===== config.mk =====
export PLATFORM = sky130hd
export DESIGN_NAME = mac_if_config
export DESIGN_NICKNAME = d
export VERILOG_FILES = /design/src/hdl/mac_if_pkg.sv /design/src/hdl/rx_elastic_fifo.sv /design/src/hdl/mac_if_config.sv
export SDC_FILE = /design/constraint.sdc
export NUM_CORES = 1
export LEC_CHECK = 0
export ABC_CLOCK_PERIOD_IN_PS = 4500
export BUFFER_PORTS_ARGS = -buffer_cell sky130_fd_sc_hd__buf_2
export CORE_MARGIN = 2
export CORE_UTILIZATION = 30
export DETAILED_ROUTE_END_ITERATION = 10
export GPL_TIMING_DRIVEN = 0
export SETUP_SLACK_MARGIN = 0.1
export SYNTH_ARGS = -nofsm -noshare
export SYNTH_HDL_FRONTEND = slang
export SYNTH_SLANG_ARGS = --single-unit

===== constraint.sdc =====
create_clock -name ref_clk -period 4.5 [get_ports ref_clk]
set_input_delay 0.45 -clock ref_clk [delete_from_list [all_inputs] [get_ports ref_clk]]
set_output_delay 0.45 -clock ref_clk [all_outputs]
set_load 0.02 [all_outputs]

===== src/hdl/mac_if_pkg.sv =====
// Constants shared by the MAC interface configuration block
package mac_if_pkg;

    // ******************************************************
    // Register map
    // ******************************************************
    localparam logic [7:0] CTRL_INDEX = 8'h17; // Register index
    localparam logic [11:0] CTRL_ADDR = 12'h05C; // Byte address, index * 4
    localparam int ADDR_W = 12;

    // ******************************************************
    // Field positions in mac_interface_control
    // ******************************************************
    localparam int RX_DLY_BIT = 12;
    localparam int TX_DLY_BIT = 11;
    localparam int RGMII_BIT = 9;
    localparam int CLK_SEL_BIT = 7;
    localparam int RMII_BIT = 5;
    localparam int REV_BIT = 4;
    localparam int OVF_BIT = 3;
    localparam int UNF_BIT = 2;
    localparam int EBS_LSB = 0;

    // Reset value with strap fields at zero; status bits 3:2 not stored
    localparam logic [15:0] CTRL_RESET = 16'h4041;
    // Bits that software may write (status bits excluded)
    localparam logic [15:0] CTRL_WMASK = 16'hFFF3;

    // ******************************************************
    // Elasticity buffer thresholds, in words, per size code
    // ******************************************************
    localparam logic [4:0] EBS_THR_00 = 5'h05;
    localparam logic [4:0] EBS_THR_01 = 5'h02;
    localparam logic [4:0] EBS_THR_10 = 5'h03;
    localparam logic [4:0] EBS_THR_11 = 5'h04;

    // RGMII internal delay, in picoseconds, applied by the pad delay cells
    localparam int RGMII_DELAY_PS = 2000;

    // ******************************************************
    // Receive path
    // ******************************************************
    localparam int RXD_W = 2;
    localparam int FIFO_DEPTH = 16;

    typedef enum logic [1:0] {
        RX_IDLE = 2'b00,
        RX_FILL = 2'b01,
        RX_DRAIN = 2'b11
    } rx_state_t;

endpackage


===== src/hdl/rx_elastic_fifo.sv =====
// Parameterised FIFO with a registered read stage
module rx_elastic_fifo
#(
    parameter int WIDTH = 2,
    parameter int DEPTH = 16
)
(
    input wire logic ref_clk, // Clock
    input wire logic srst, // Synchronous reset
    input wire logic flush, // Drop all stored words
    input wire logic in_valid, // Word offered
    output logic in_ready, // Room for a word
    input wire logic [WIDTH-1:0] in_data, // Word in
    output logic out_valid, // Output word held
    input wire logic out_ready, // Consumer takes word
    output logic [WIDTH-1:0] out_data, // Word out
    output logic [$clog2(DEPTH):0] level // Words in storage
);
    localparam int AW = $clog2(DEPTH);

    logic [WIDTH-1:0] mem_r [DEPTH];
    logic [AW-1:0] wr_r;
    logic [AW-1:0] rd_r;
    logic [AW:0] cnt_r;
    logic out_valid_r;
    logic [WIDTH-1:0] out_data_r;

    // Handshake terms
    wire push = in_valid && in_ready;
    wire load = (cnt_r != '0) && (!out_valid_r || out_ready);

    assign in_ready = (cnt_r != (AW+1)'(DEPTH));
    assign out_valid = out_valid_r;
    assign out_data = out_data_r;
    assign level = cnt_r;

    // Storage array, written only; the read stage is a register
    always_ff @(posedge ref_clk)
    begin
        if (push)
        begin
            mem_r[wr_r] <= in_data;
        end
    end

    // Pointers and fill count
    always_ff @(posedge ref_clk)
    begin
        if (srst || flush)
        begin
            wr_r <= '0;
            rd_r <= '0;
            cnt_r <= '0;
        end
        else
        begin
            wr_r <= push ? wr_r + 1'b1 : wr_r;
            rd_r <= load ? rd_r + 1'b1 : rd_r;
            cnt_r <= cnt_r + (AW+1)'(push) - (AW+1)'(load);
        end
    end

    // Registered read stage
    always_ff @(posedge ref_clk)
    begin
        if (srst || flush)
        begin
            out_valid_r <= 1'b0;
            out_data_r <= '0;
        end
        else if (load)
        begin
            out_valid_r <= 1'b1;
            out_data_r <= mem_r[rd_r];
        end
        else if (out_ready)
        begin
            out_valid_r <= 1'b0;
        end
    end

endmodule


===== src/hdl/mac_if_config.sv =====
// MAC interface configuration, status and RMII receive elasticity buffer
//
// Design decisions made here: the placing of the registers and register access over APB.
module mac_if_config
    import mac_if_pkg::*;
(
    input wire logic ref_clk, // 50 MHz clock
    input wire logic srst, // Synchronous reset, active high
    input wire logic psel, // APB select
    input wire logic penable, // APB access phase
    input wire logic pwrite, // APB write
    input wire logic [ADDR_W-1:0] paddr, // APB byte address
    input wire logic [31:0] pwdata, // APB write data
    output logic [31:0] prdata, // APB read data
    output logic pready, // APB ready
    output logic pslverr, // APB error, unmapped address
    input wire logic strap_rx_delay, // Strap: RX clock delay
    input wire logic strap_tx_delay, // Strap: TX clock delay
    input wire logic strap_rgmii, // Strap: RGMII mode
    input wire logic strap_clk50, // Strap: 50 MHz reference
    input wire logic strap_rmii, // Strap: RMII mode
    input wire logic link_clk, // Recovered receive clock
    input wire logic link_dv, // Recovered carrier and data valid
    input wire logic [RXD_W-1:0] link_rxd, // Recovered data
    output logic mode_rgmii, // RGMII operation
    output logic mode_rmii, // RMII operation
    output logic mode_mii, // MII operation
    output logic rx_delay_en, // Receive clock delay cell on
    output logic tx_delay_en, // Transmit clock delay cell on
    output logic ref_sel_50m, // 50 MHz oscillator reference needed
    output logic crs_dv, // RMII carrier sense and data valid
    output logic [RXD_W-1:0] rxd // RMII receive data
);
    // ******************************************************
    // Input synchronisers
    // ******************************************************
    logic [4:0] strap_s1_r;
    logic [4:0] strap_s2_r;
    logic [2+RXD_W-1:0] link_s1_r;
    logic [2+RXD_W-1:0] link_s2_r;
    logic link_clk_d_r;

    // Two flops on every strap and link pin before any logic looks at it; the APB inputs are used directly
    always_ff @(posedge ref_clk)
    begin
        strap_s1_r <= {strap_rx_delay, strap_tx_delay, strap_rgmii,
                       strap_clk50, strap_rmii};
        strap_s2_r <= strap_s1_r;
        link_s1_r <= {link_clk, link_dv, link_rxd};
        link_s2_r <= link_s1_r;
        link_clk_d_r <= link_s2_r[2+RXD_W-1];
    end

    // Edge finder on the sampled link clock
    wire link_clk_s = link_s2_r[2+RXD_W-1];
    wire link_rise = link_clk_s && !link_clk_d_r;
    wire carrier_s = link_s2_r[RXD_W];
    wire [RXD_W-1:0] data_s = link_s2_r[RXD_W-1:0];

    // ******************************************************
    // APB decode
    // ******************************************************
    logic [15:0] ctrl_r;
    logic ovf_seen_r;
    logic unf_seen_r;
    logic [31:0] prdata_r;
    logic pready_r;
    logic pslverr_r;

    wire setup = psel && !penable;
    wire hit = (paddr == CTRL_ADDR);
    wire done = psel && penable && pready_r;
    wire wr_done = done && pwrite && !pslverr_r;
    wire rd_done = done && !pwrite && !pslverr_r;
    // Status bits read one while normal, zero once an event was seen
    wire [15:0] ctrl_view = (ctrl_r & CTRL_WMASK)
        | {12'h000, !ovf_seen_r, !unf_seen_r, 2'b00};

    // Reset value: fixed bits plus straps caught while reset is held
    wire [15:0] ctrl_rst = CTRL_RESET
        | (16'(strap_s2_r[4]) << RX_DLY_BIT)
        | (16'(strap_s2_r[3]) << TX_DLY_BIT)
        | (16'(strap_s2_r[2]) << RGMII_BIT)
        | (16'(strap_s2_r[1]) << CLK_SEL_BIT)
        | (16'(strap_s2_r[0]) << RMII_BIT);

    // Zero wait: setup phase loads the answer, access phase completes
    always_ff @(posedge ref_clk)
    begin
        if (srst)
        begin
            prdata_r <= 32'h0000_0000;
            pready_r <= 1'b0;
            pslverr_r <= 1'b0;
        end
        else
        begin
            prdata_r <= (setup && hit && !pwrite) ? {16'h0000, ctrl_view}
                                                  : 32'h0000_0000;
            pready_r <= setup;
            pslverr_r <= setup && !hit;
        end
    end

    // Control register; reserved bits store whatever is written
    always_ff @(posedge ref_clk)
    begin
        if (srst)
        begin
            ctrl_r <= ctrl_rst;
        end
        else if (wr_done)
        begin
            ctrl_r <= pwdata[15:0] & CTRL_WMASK;
        end
    end

    assign prdata = prdata_r;
    assign pready = pready_r;
    assign pslverr = pslverr_r;

    // ******************************************************
    // Mode outputs
    // ******************************************************
    wire sel_rgmii = ctrl_r[RGMII_BIT];
    wire sel_rmii = !sel_rgmii && ctrl_r[RMII_BIT];
    wire rev10 = ctrl_r[REV_BIT];
    logic mode_rgmii_r;
    logic mode_rmii_r;
    logic mode_mii_r;
    logic rx_dly_r;
    logic tx_dly_r;
    logic ref50_r;

    // Registered so every output comes from a flop
    always_ff @(posedge ref_clk)
    begin
        if (srst)
        begin
            mode_rgmii_r <= 1'b0;
            mode_rmii_r <= 1'b0;
            mode_mii_r <= 1'b0;
            rx_dly_r <= 1'b0;
            tx_dly_r <= 1'b0;
            ref50_r <= 1'b0;
        end
        else
        begin
            mode_rgmii_r <= sel_rgmii;
            mode_rmii_r <= sel_rmii;
            mode_mii_r <= !sel_rgmii && !ctrl_r[RMII_BIT];
            rx_dly_r <= ctrl_r[RX_DLY_BIT];
            tx_dly_r <= ctrl_r[TX_DLY_BIT];
            ref50_r <= ctrl_r[CLK_SEL_BIT];
        end
    end

    assign mode_rgmii = mode_rgmii_r;
    assign mode_rmii = mode_rmii_r;
    assign mode_mii = mode_mii_r;
    assign rx_delay_en = rx_dly_r;
    assign tx_delay_en = tx_dly_r;
    assign ref_sel_50m = ref50_r;

    // ******************************************************
    // Receive elasticity buffer
    // ******************************************************
    rx_state_t state_r;
    rx_state_t state_nxt;
    logic carrier_d_r;
    logic crs_dv_r;
    logic [RXD_W-1:0] rxd_r;
    logic toggle_r;
    logic in_ready;
    logic out_valid;
    logic [RXD_W-1:0] out_data;
    logic [4:0] level;

    // Threshold from the size field; larger tolerates longer packets
    wire [1:0] ebs = ctrl_r[EBS_LSB+1:EBS_LSB];
    wire [4:0] thr = (ebs == 2'b00) ? EBS_THR_00 :
                     (ebs == 2'b01) ? EBS_THR_01 :
                     (ebs == 2'b10) ? EBS_THR_10 : EBS_THR_11;
    wire push = link_rise && carrier_s && sel_rmii;
    wire drain = (state_r == RX_DRAIN);
    wire pop = drain && link_rise && out_valid;
    wire carrier_end = carrier_d_r && !carrier_s;
    // Overflow: a word arrives with no room; underflow: empty mid-packet
    wire ovf_evt = push && !in_ready;
    wire unf_evt = drain && link_rise && !out_valid && carrier_s;
    wire held = out_valid || (level != 5'h00);

    // Drain pace is the link rate; the threshold absorbs the offset
    rx_elastic_fifo #(
        .WIDTH(RXD_W),
        .DEPTH(FIFO_DEPTH)
    ) u_fifo (
        .ref_clk(ref_clk),
        .srst(srst),
        .flush(!sel_rmii),
        .in_valid(push),
        .in_ready(in_ready),
        .in_data(data_s),
        .out_valid(out_valid),
        .out_ready(pop),
        .out_data(out_data),
        .level(level)
    );

    // Start draining once the tolerance is banked, or carrier ended
    always_comb
    begin
        state_nxt = state_r;
        unique case (state_r)
            RX_IDLE:
                if (push)
                    state_nxt = RX_FILL;
            RX_FILL:
                if ((level >= thr) || !carrier_s)
                    state_nxt = RX_DRAIN;
            RX_DRAIN:
                if (!carrier_s && !held)
                    state_nxt = RX_IDLE;
            default:
                state_nxt = RX_IDLE;
        endcase
    end

    always_ff @(posedge ref_clk)
    begin
        if (srst || !sel_rmii)
            state_r <= RX_IDLE;
        else
            state_r <= state_nxt;
    end

    // MAC side CRS_DV and data, updated on link edges
    always_ff @(posedge ref_clk)
    begin
        if (srst)
        begin
            carrier_d_r <= 1'b0;
            crs_dv_r <= 1'b0;
            rxd_r <= '0;
            toggle_r <= 1'b0;
        end
        else if (link_rise)
        begin
            carrier_d_r <= carrier_s;
            toggle_r <= carrier_s ? 1'b0 : !toggle_r;
            rxd_r <= pop ? out_data : '0;
            if (!pop)
                crs_dv_r <= 1'b0;
            else if (carrier_s || rev10)
                crs_dv_r <= 1'b1;
            else
                crs_dv_r <= toggle_r;
        end
    end

    assign crs_dv = crs_dv_r;
    assign rxd = rxd_r;

    // ******************************************************
    // Clear-on-read status; a new event beats the read's clear
    // ******************************************************
    always_ff @(posedge ref_clk)
    begin
        if (srst)
        begin
            ovf_seen_r <= 1'b0;
            unf_seen_r <= 1'b0;
        end
        else
        begin
            ovf_seen_r <= ovf_evt || (ovf_seen_r && !(rd_done && hit));
            unf_seen_r <= unf_evt || (unf_seen_r && !(rd_done && hit));
        end
    end
endmodule


==> flow_summary.ini, run 1 <==
[status]
status = finished clean

[clocking]
cts_tree = built
holdBufCountCts = 0
clk_path_buf_depth = 2
clockRootBuffer = clkbuf_16
cts-resized-gates = 0
clock-sinks = 113
htreeDepth = 4
numCtsBuffers = 17
cts.clk_slew.worst_paths_ps = 50
post_cts_buffers = 0
clock_latency_ps = 410

[pwr]
p_leak_nw = 2.32
internal_power_mw = 2.14
power_density_nw_per_um2 = 481
vdd.ir_drop.worst_v = 0.000242
power_frac_comb = 0.085
seqPwrFrac = 0.409
p_sw_mw = 0.595
clock_power_share = 0.506
sw_frac_of_total = 0.218

[final_layout]
mostFrequentLayoutCells = 68 x buf_2, 67 x dfxtp_1, 46 x edfxtp_1, 28 x nor2_1
fin_nets = 521
fill_cells = 1373
seq_area_sq_um = 2720
utilization = 0.392
layout_commonest_cell = buf_2
antenna_cells = 0
drive_gt1_frac = 0.298
areaGrowthSynthToFinish_pct = 28.2
multi_input_area_sq_um = 1520
fin_area_sq_um = 5680

[worst_setup_path]
cp_num_buf_inv = 2
max_stage_delay_ps = 410
path_delay_family = adder cells
worst-r2r-cell-count = 12
critical_path_class = reg2reg
cp_cell_sequence = inv_1 > ha_1 > nor4b_4 > a21oi_4 > ha_1 > inv_1 > ha_1 > fa_1 > a21oi_1 > o21bai_1 > xor2_1 > nor2_1
cp_common_cell = ha_1
critical_path_depth = 12
end_kind = flip-flop
cp_data_required_time_ps = 4780
start_kind = flip-flop
cp_slowest_cell = fa_1
path_max_fanout = 9
worstPathArrival_ps = 2920

[yosys]
synth_top_area_share = 0.312
yosys_warnings = 0
syn-cell-area_sq_um = 4430
synth_edf_count = 46
synthDistinctLibCells = 49
synth_seq_cells = 113
avgSynthCellArea_sq_um = 12.8
synth_top_area_cell = edfxtp_1
synthArstFlopShare = 0
synth_ff_type = dfxtp_1
syn_inst = 345
synth_area_leaders = edfxtp_1 31%, dfxtp_1 30%, ha_1 5.1%
seq_area_frac_synth = 0.615

[placement]
dpl-instance-area_sq_um = 5040
io_buffers = 64
gp_congestion = 0.727
hpwlAfterDp_um = 5860
preCtsSetupSlack_ps = 1840

[timing]
finClkSkew_ps = 8.33
finalSetupTns_ps = 0
hold_ws_ps = 147
max_freq_mhz = 378
min_period_over_period = 0.588
slew_headroom = 0.640
rsz0062_at_grt = false
final-setup-viol-count = 0
worstMarginPinSlew_ps = 540
fin_crit_ps = 2640
setup_slack_ps = 1860
finalMaxSlewViolations = 0
hold_viol = 0

[route]
drt-total-wl_um = 8140
ant_nets = 0
drt-initial-drc-count = 175
routed_via_density = 4.32
wl_per_cell_um = 12.7
vias = 2770
drtPass1Iterations = 4
drc = 0

[worst_hold_path]
whs_path_depth = 1
hold_class = in2reg

[grt]
track_usage = 0.108
grt_overflow_total = 0
grt_pass1_vias = 2796
grt_start_max_net_pins = 17
grt_antenna_before_repair = 0
grt_pass1_wl_um = 13400

[floorplan]
dieArea_sq_um = 15800
start_util = 0.306
io_pins = 101
die_x_um = 126
rows = 44
core_sq_um = 14500
die_h_um = 126

[flow_run]
drv_cap = 0
## metrics by stage
step | total power [mW] | cells
after global placement | 1.36 | 608
after detailed placement | 1.37 | 609
after CTS | 2.76 | 641
after global routing | 2.84 | 641
final | 2.73 | 641
after floorplan | 1.31 | 360
## final timing paths
path	startpoint	to	slack, ps
max reg2reg	u_fifo.level[3]$_SDFF_PP0_	u_fifo.level[4]$_SDFF_PP0_	1860
min	strap_clk50	strap_s1_r[1]$_DFF_P_	150
min reg2reg	link_s1_r[0]$_DFF_P_	link_s2_r[0]$_DFF_P_	320
max	u_fifo.level[3]$_SDFF_PP0_	u_fifo.level[4]$_SDFF_PP0_	1860
## kinds of logic (layout without fill, tap and decap cells)
kind of cell,Yosys count,after routing,share of synthesized area
mux,14,14,0.0624
xor+xnor,7,7,0.0138
flops,113,113,0.615
buf+inv,47,144,0.0562
compound gates,35,35,0.0539
fa+ha+maj,19,19,0.0554
simple gates,109,109,0.143
other cells,1,16,0.000846
## worst reg2reg max path, cell delays in order, from the launching register on
cell and delay [ps]:
dfxtp_1 310, inv_1 130, ha_1 200, nor4b_4 390
a21oi_4 120, ha_1 300, inv_1 40, ha_1 200
fa_1 410, a21oi_1 150, o21bai_1 90, xor2_1 130
nor2_1 50
## layout make-up
type / count / area share
Sequential cell: 113 / 0.479
Multi-Input combinational cell: 200 / 0.267
Clock buffer: 22 / 0.0912
Timing Repair Buffer: 65 / 0.0577
Tap cell: 184 / 0.0405
Buffer: 27 / 0.0306
Clock inverter: 10 / 0.0205
Inverter: 20 / 0.0132
## registers in the layout, summed over array words and instances (netlist names), 2 cells and up
register         count
prdata              16
link_s2_r            4
u_fifo.rd_r          4
u_fifo.out_data      2
state_r              2
ctrl_r              14
strap_s2_r           5
rxd                  2
u_fifo.wr_r          4
u_fifo.level         5
u_fifo.mem_r        32
strap_s1_r           5
link_s1_r            4
## routing by layer
layer / vias to the layer above / track usage / wire length (um)
li1: 1383 / - / -
met1: 1288 / 0.131 / 3710
met2: 87 / 0.176 / 3830
met3: 12 / 0.0355 / 507
met4: 0 / 0.0464 / 99
met5: - / 0 / 0
## synth_stat cells, types with 6 or more instances
cell	count
nand3_1	6
a21oi_1	9
and2_1	16
dfxtp_1	67
o21ai_0	6
a22oi_1	6
mux4_1	8
nor2_1	28
ha_1	18
nor2b_1	13
inv_1	20
nor3_1	6
buf_4	16
nand2_1	14
edfxtp_1	46
## power by group through the flow
stage               sequential [mW]  clock, mW  combinational (mW)
global placement               1.14          0               0.225
finish                         1.12       1.38               0.233
global route                   1.12       1.45               0.265
detailed placement             1.14          0               0.232
CTS                            1.12       1.41               0.234
floorplan                      1.14          0               0.174
Note: power is estimated with default switching activity, not from simulation.
==> run 2, diff against run 1 <==
--- a/config.mk
+++ b/config.mk
@@ -5,7 +5,7 @@
 export SDC_FILE = /design/constraint.sdc
 export NUM_CORES = 1
 export LEC_CHECK = 0
-export ABC_CLOCK_PERIOD_IN_PS = 4500
+export ABC_CLOCK_PERIOD_IN_PS = 2380
 export BUFFER_PORTS_ARGS = -buffer_cell sky130_fd_sc_hd__buf_2
 export CORE_MARGIN = 2
 export CORE_UTILIZATION = 30
==> constraint.sdc (replaced) <==
create_clock -name ref_clk -period 2.38 [get_ports ref_clk]
set_input_delay 0.238 -clock ref_clk [delete_from_list [all_inputs] [get_ports ref_clk]]
set_output_delay 0.238 -clock ref_clk [all_outputs]
set_load 0.02 [all_outputs]
==> run 2 against run 1 <==
Maximum frequency is 17% higher. Via count is 2.2% higher. Final cell count is 2.7% higher. Clock power is 100% higher. Clock skew is 2.5 ps higher. Count of clock-buffer cells in the layout is 1 higher. Global-route usage is 0.61 points higher. Critical path depth stayed put. Non-clock buffer count is 17 higher. Wire length is 3.7% higher. Utilization is 1.7 points higher. First-iteration DRC count is 6.9% lower.
==> flow_summary.ini, run 2 (synthesis gave the netlist of run 1 again) <==
[clocking]
clock-sinks = 113
htreeDepth = 4
numCtsBuffers = 17
clk_path_buf_depth = 2
cts_tree = built
clock_latency_ps = 410
cts.clk_slew.worst_paths_ps = 50
clockRootBuffer = clkbuf_16

[grt]
grt_start_max_net_pins = 17
grt_pass1_wl_um = 14000
track_usage = 0.114
grt_antenna_before_repair = 0
grt_overflow_total = 0
grt_pass1_vias = 2887

[floorplan]
start_util = 0.306
dieArea_sq_um = 15800
die_x_um = 126
die_h_um = 126
rows = 44
io_pins = 101
core_sq_um = 14500

[worst_setup_path]
cp_data_required_time_ps = 2650
worstReg2RegStart = u_fifo.level[3]$_SDFF_PP0_
worst-r2r-cell-count = 12
reg2reg_to = u_fifo.level[4]$_SDFF_PP0_
path_max_fanout = 2
end_kind = flip-flop
worstPathArrival_ps = 2530
start_kind = flip-flop
r2r_setup_slack_ps = 130
critical_path_class = reg2reg

[route]
wl_per_cell_um = 12.8
drtPass1Iterations = 4
vias = 2831
drt-total-wl_um = 8440
drc = 0
routed_via_density = 4.30
drt-initial-drc-count = 163
ant_nets = 0

[final_layout]
multi_input_area_sq_um = 1560
layout_commonest_cell = buf_2
drive_gt1_frac = 0.327
areaGrowthSynthToFinish_pct = 33.6
fill_cells = 1348
largest_reg_flops = 32
antenna_cells = 0
fin_nets = 538
max_flop_register = u_fifo.mem_r
seq_area_sq_um = 2730
mostFrequentLayoutCells = 68 x buf_2, 65 x dfxtp_1, 46 x edfxtp_1, 28 x nor2_1, 25 x buf_4

[timing]
worstMarginPinSlew_ps = 549
finalMaxSlewViolations = 0
hold_viol = 0
setup_slack_ps = 127
fin_crit_ps = 2250
rsz0062_at_grt = true
final-setup-viol-count = 0
min_period_over_period = 0.947
max_freq_mhz = 444
slew_headroom = 0.633
finClkSkew_ps = 10.8
hold_ws_ps = 109

[worst_hold_path]
hold_class = in2reg
whs_path_depth = 2
hp-start = pwdata[0]
min_to = ctrl_r[0]$_SDFFCE_PP1P_

[flow_run]
drv_cap = 0

[placement]
gp_congestion = 0.713
io_buffers = 64
hpwlAfterDp_um = 5950
preCtsSetupSlack_ps = -187

[pwr]
p_leak_nw = 2.41
vdd.ir_drop.worst_v = 0.000548
power_density_nw_per_um2 = 923

[status]
status = finished clean
run 2: area by class of cell:
| class | count | area share |
|---|---|---|
| plain buffers | 27 | 0.0294 |
| clock buffers | 23 | 0.0915 |
| clock inverters | 9 | 0.0228 |
| inverters | 20 | 0.0127 |
| multi-input cells | 200 | 0.263 |
| flip-flops and latches | 113 | 0.460 |
| well taps | 184 | 0.0389 |
| repair buffers | 82 | 0.0808 |
run 2: worst max-delay path, stage by stage, from the launching register on:
cell,delay (ps)
dfxtp_2,320
inv_2,70
ha_4,130
nor4b_4,280
a21oi_4,70
ha_4,270
inv_2,40
ha_4,150
fa_2,370
a21oi_2,120
o21bai_1,90
xor2_1,150
nor2_1,60
run 2: metrics by stage:
| stage | util | area [sq um] | total power [mW] | cells | TNS (ps) |
|---|---|---|---|---|---|
| after detailed placement | 0.349 | 5050 | 2.60 | 609 | -187 |
| final | 0.409 | 5920 | 5.46 | 658 | 0 |
| after floorplan | - | 4500 | 2.49 | 360 | 0 |
| after global routing | 0.409 | 5920 | 5.69 | 658 | -3.77 |
| after CTS | 0.408 | 5910 | 5.51 | 657 | 0 |
| after global placement | 0.349 | 5050 | 2.58 | 608 | -1570 |
run 2: how the worst max path moves through the flow:
stage | cells past startpoint | slack (ps) | to | from
after floorplan | 12 | 100 | u_fifo.level[4]$_SDFF_PP0_ | u_fifo.level[2]$_SDFF_PP0_
after global placement | 3 | -110 | ctrl_r[7]$_DFFE_PP_ | pwrite
after detailed placement | 12 | -190 | u_fifo.level[4]$_SDFF_PP0_ | u_fifo.level[2]$_SDFF_PP0_
after CTS | 12 | 90 | u_fifo.level[4]$_SDFF_PP0_ | u_fifo.level[3]$_SDFF_PP0_
after global routing | 12 | -4 | u_fifo.level[4]$_SDFF_PP0_ | u_fifo.level[3]$_SDFF_PP0_
final | 12 | 130 | u_fifo.level[4]$_SDFF_PP0_ | u_fifo.level[3]$_SDFF_PP0_
run 2: per-layer routing:
metal	up-vias	wire, um	global-route usage
li1	1415	-	-
met4	0	89	0.0333
met5	-	0	0
met3	11	456	0.0488
met2	72	4140	0.190
met1	1333	3760	0.134
run 2: power by group:
part	internal [mW]	switching (mW)	leakage, nW	total (mW)
Combinational	0.287	0.270	1.10	0.557
Sequential	2.07	0.0368	0.976	2.11
Clock	1.93	0.869	0.332	2.79
Total	4.29	1.18	2.41	5.46
run 2: what timing repair did:
action,CTS,global route
resized for setup,8,0
buffers inserted,7,1
cloned,0,0
hold buffers,9,0
pin swaps,6,4
setup endpoints to repair,4,2
hold endpoints to repair,9,0
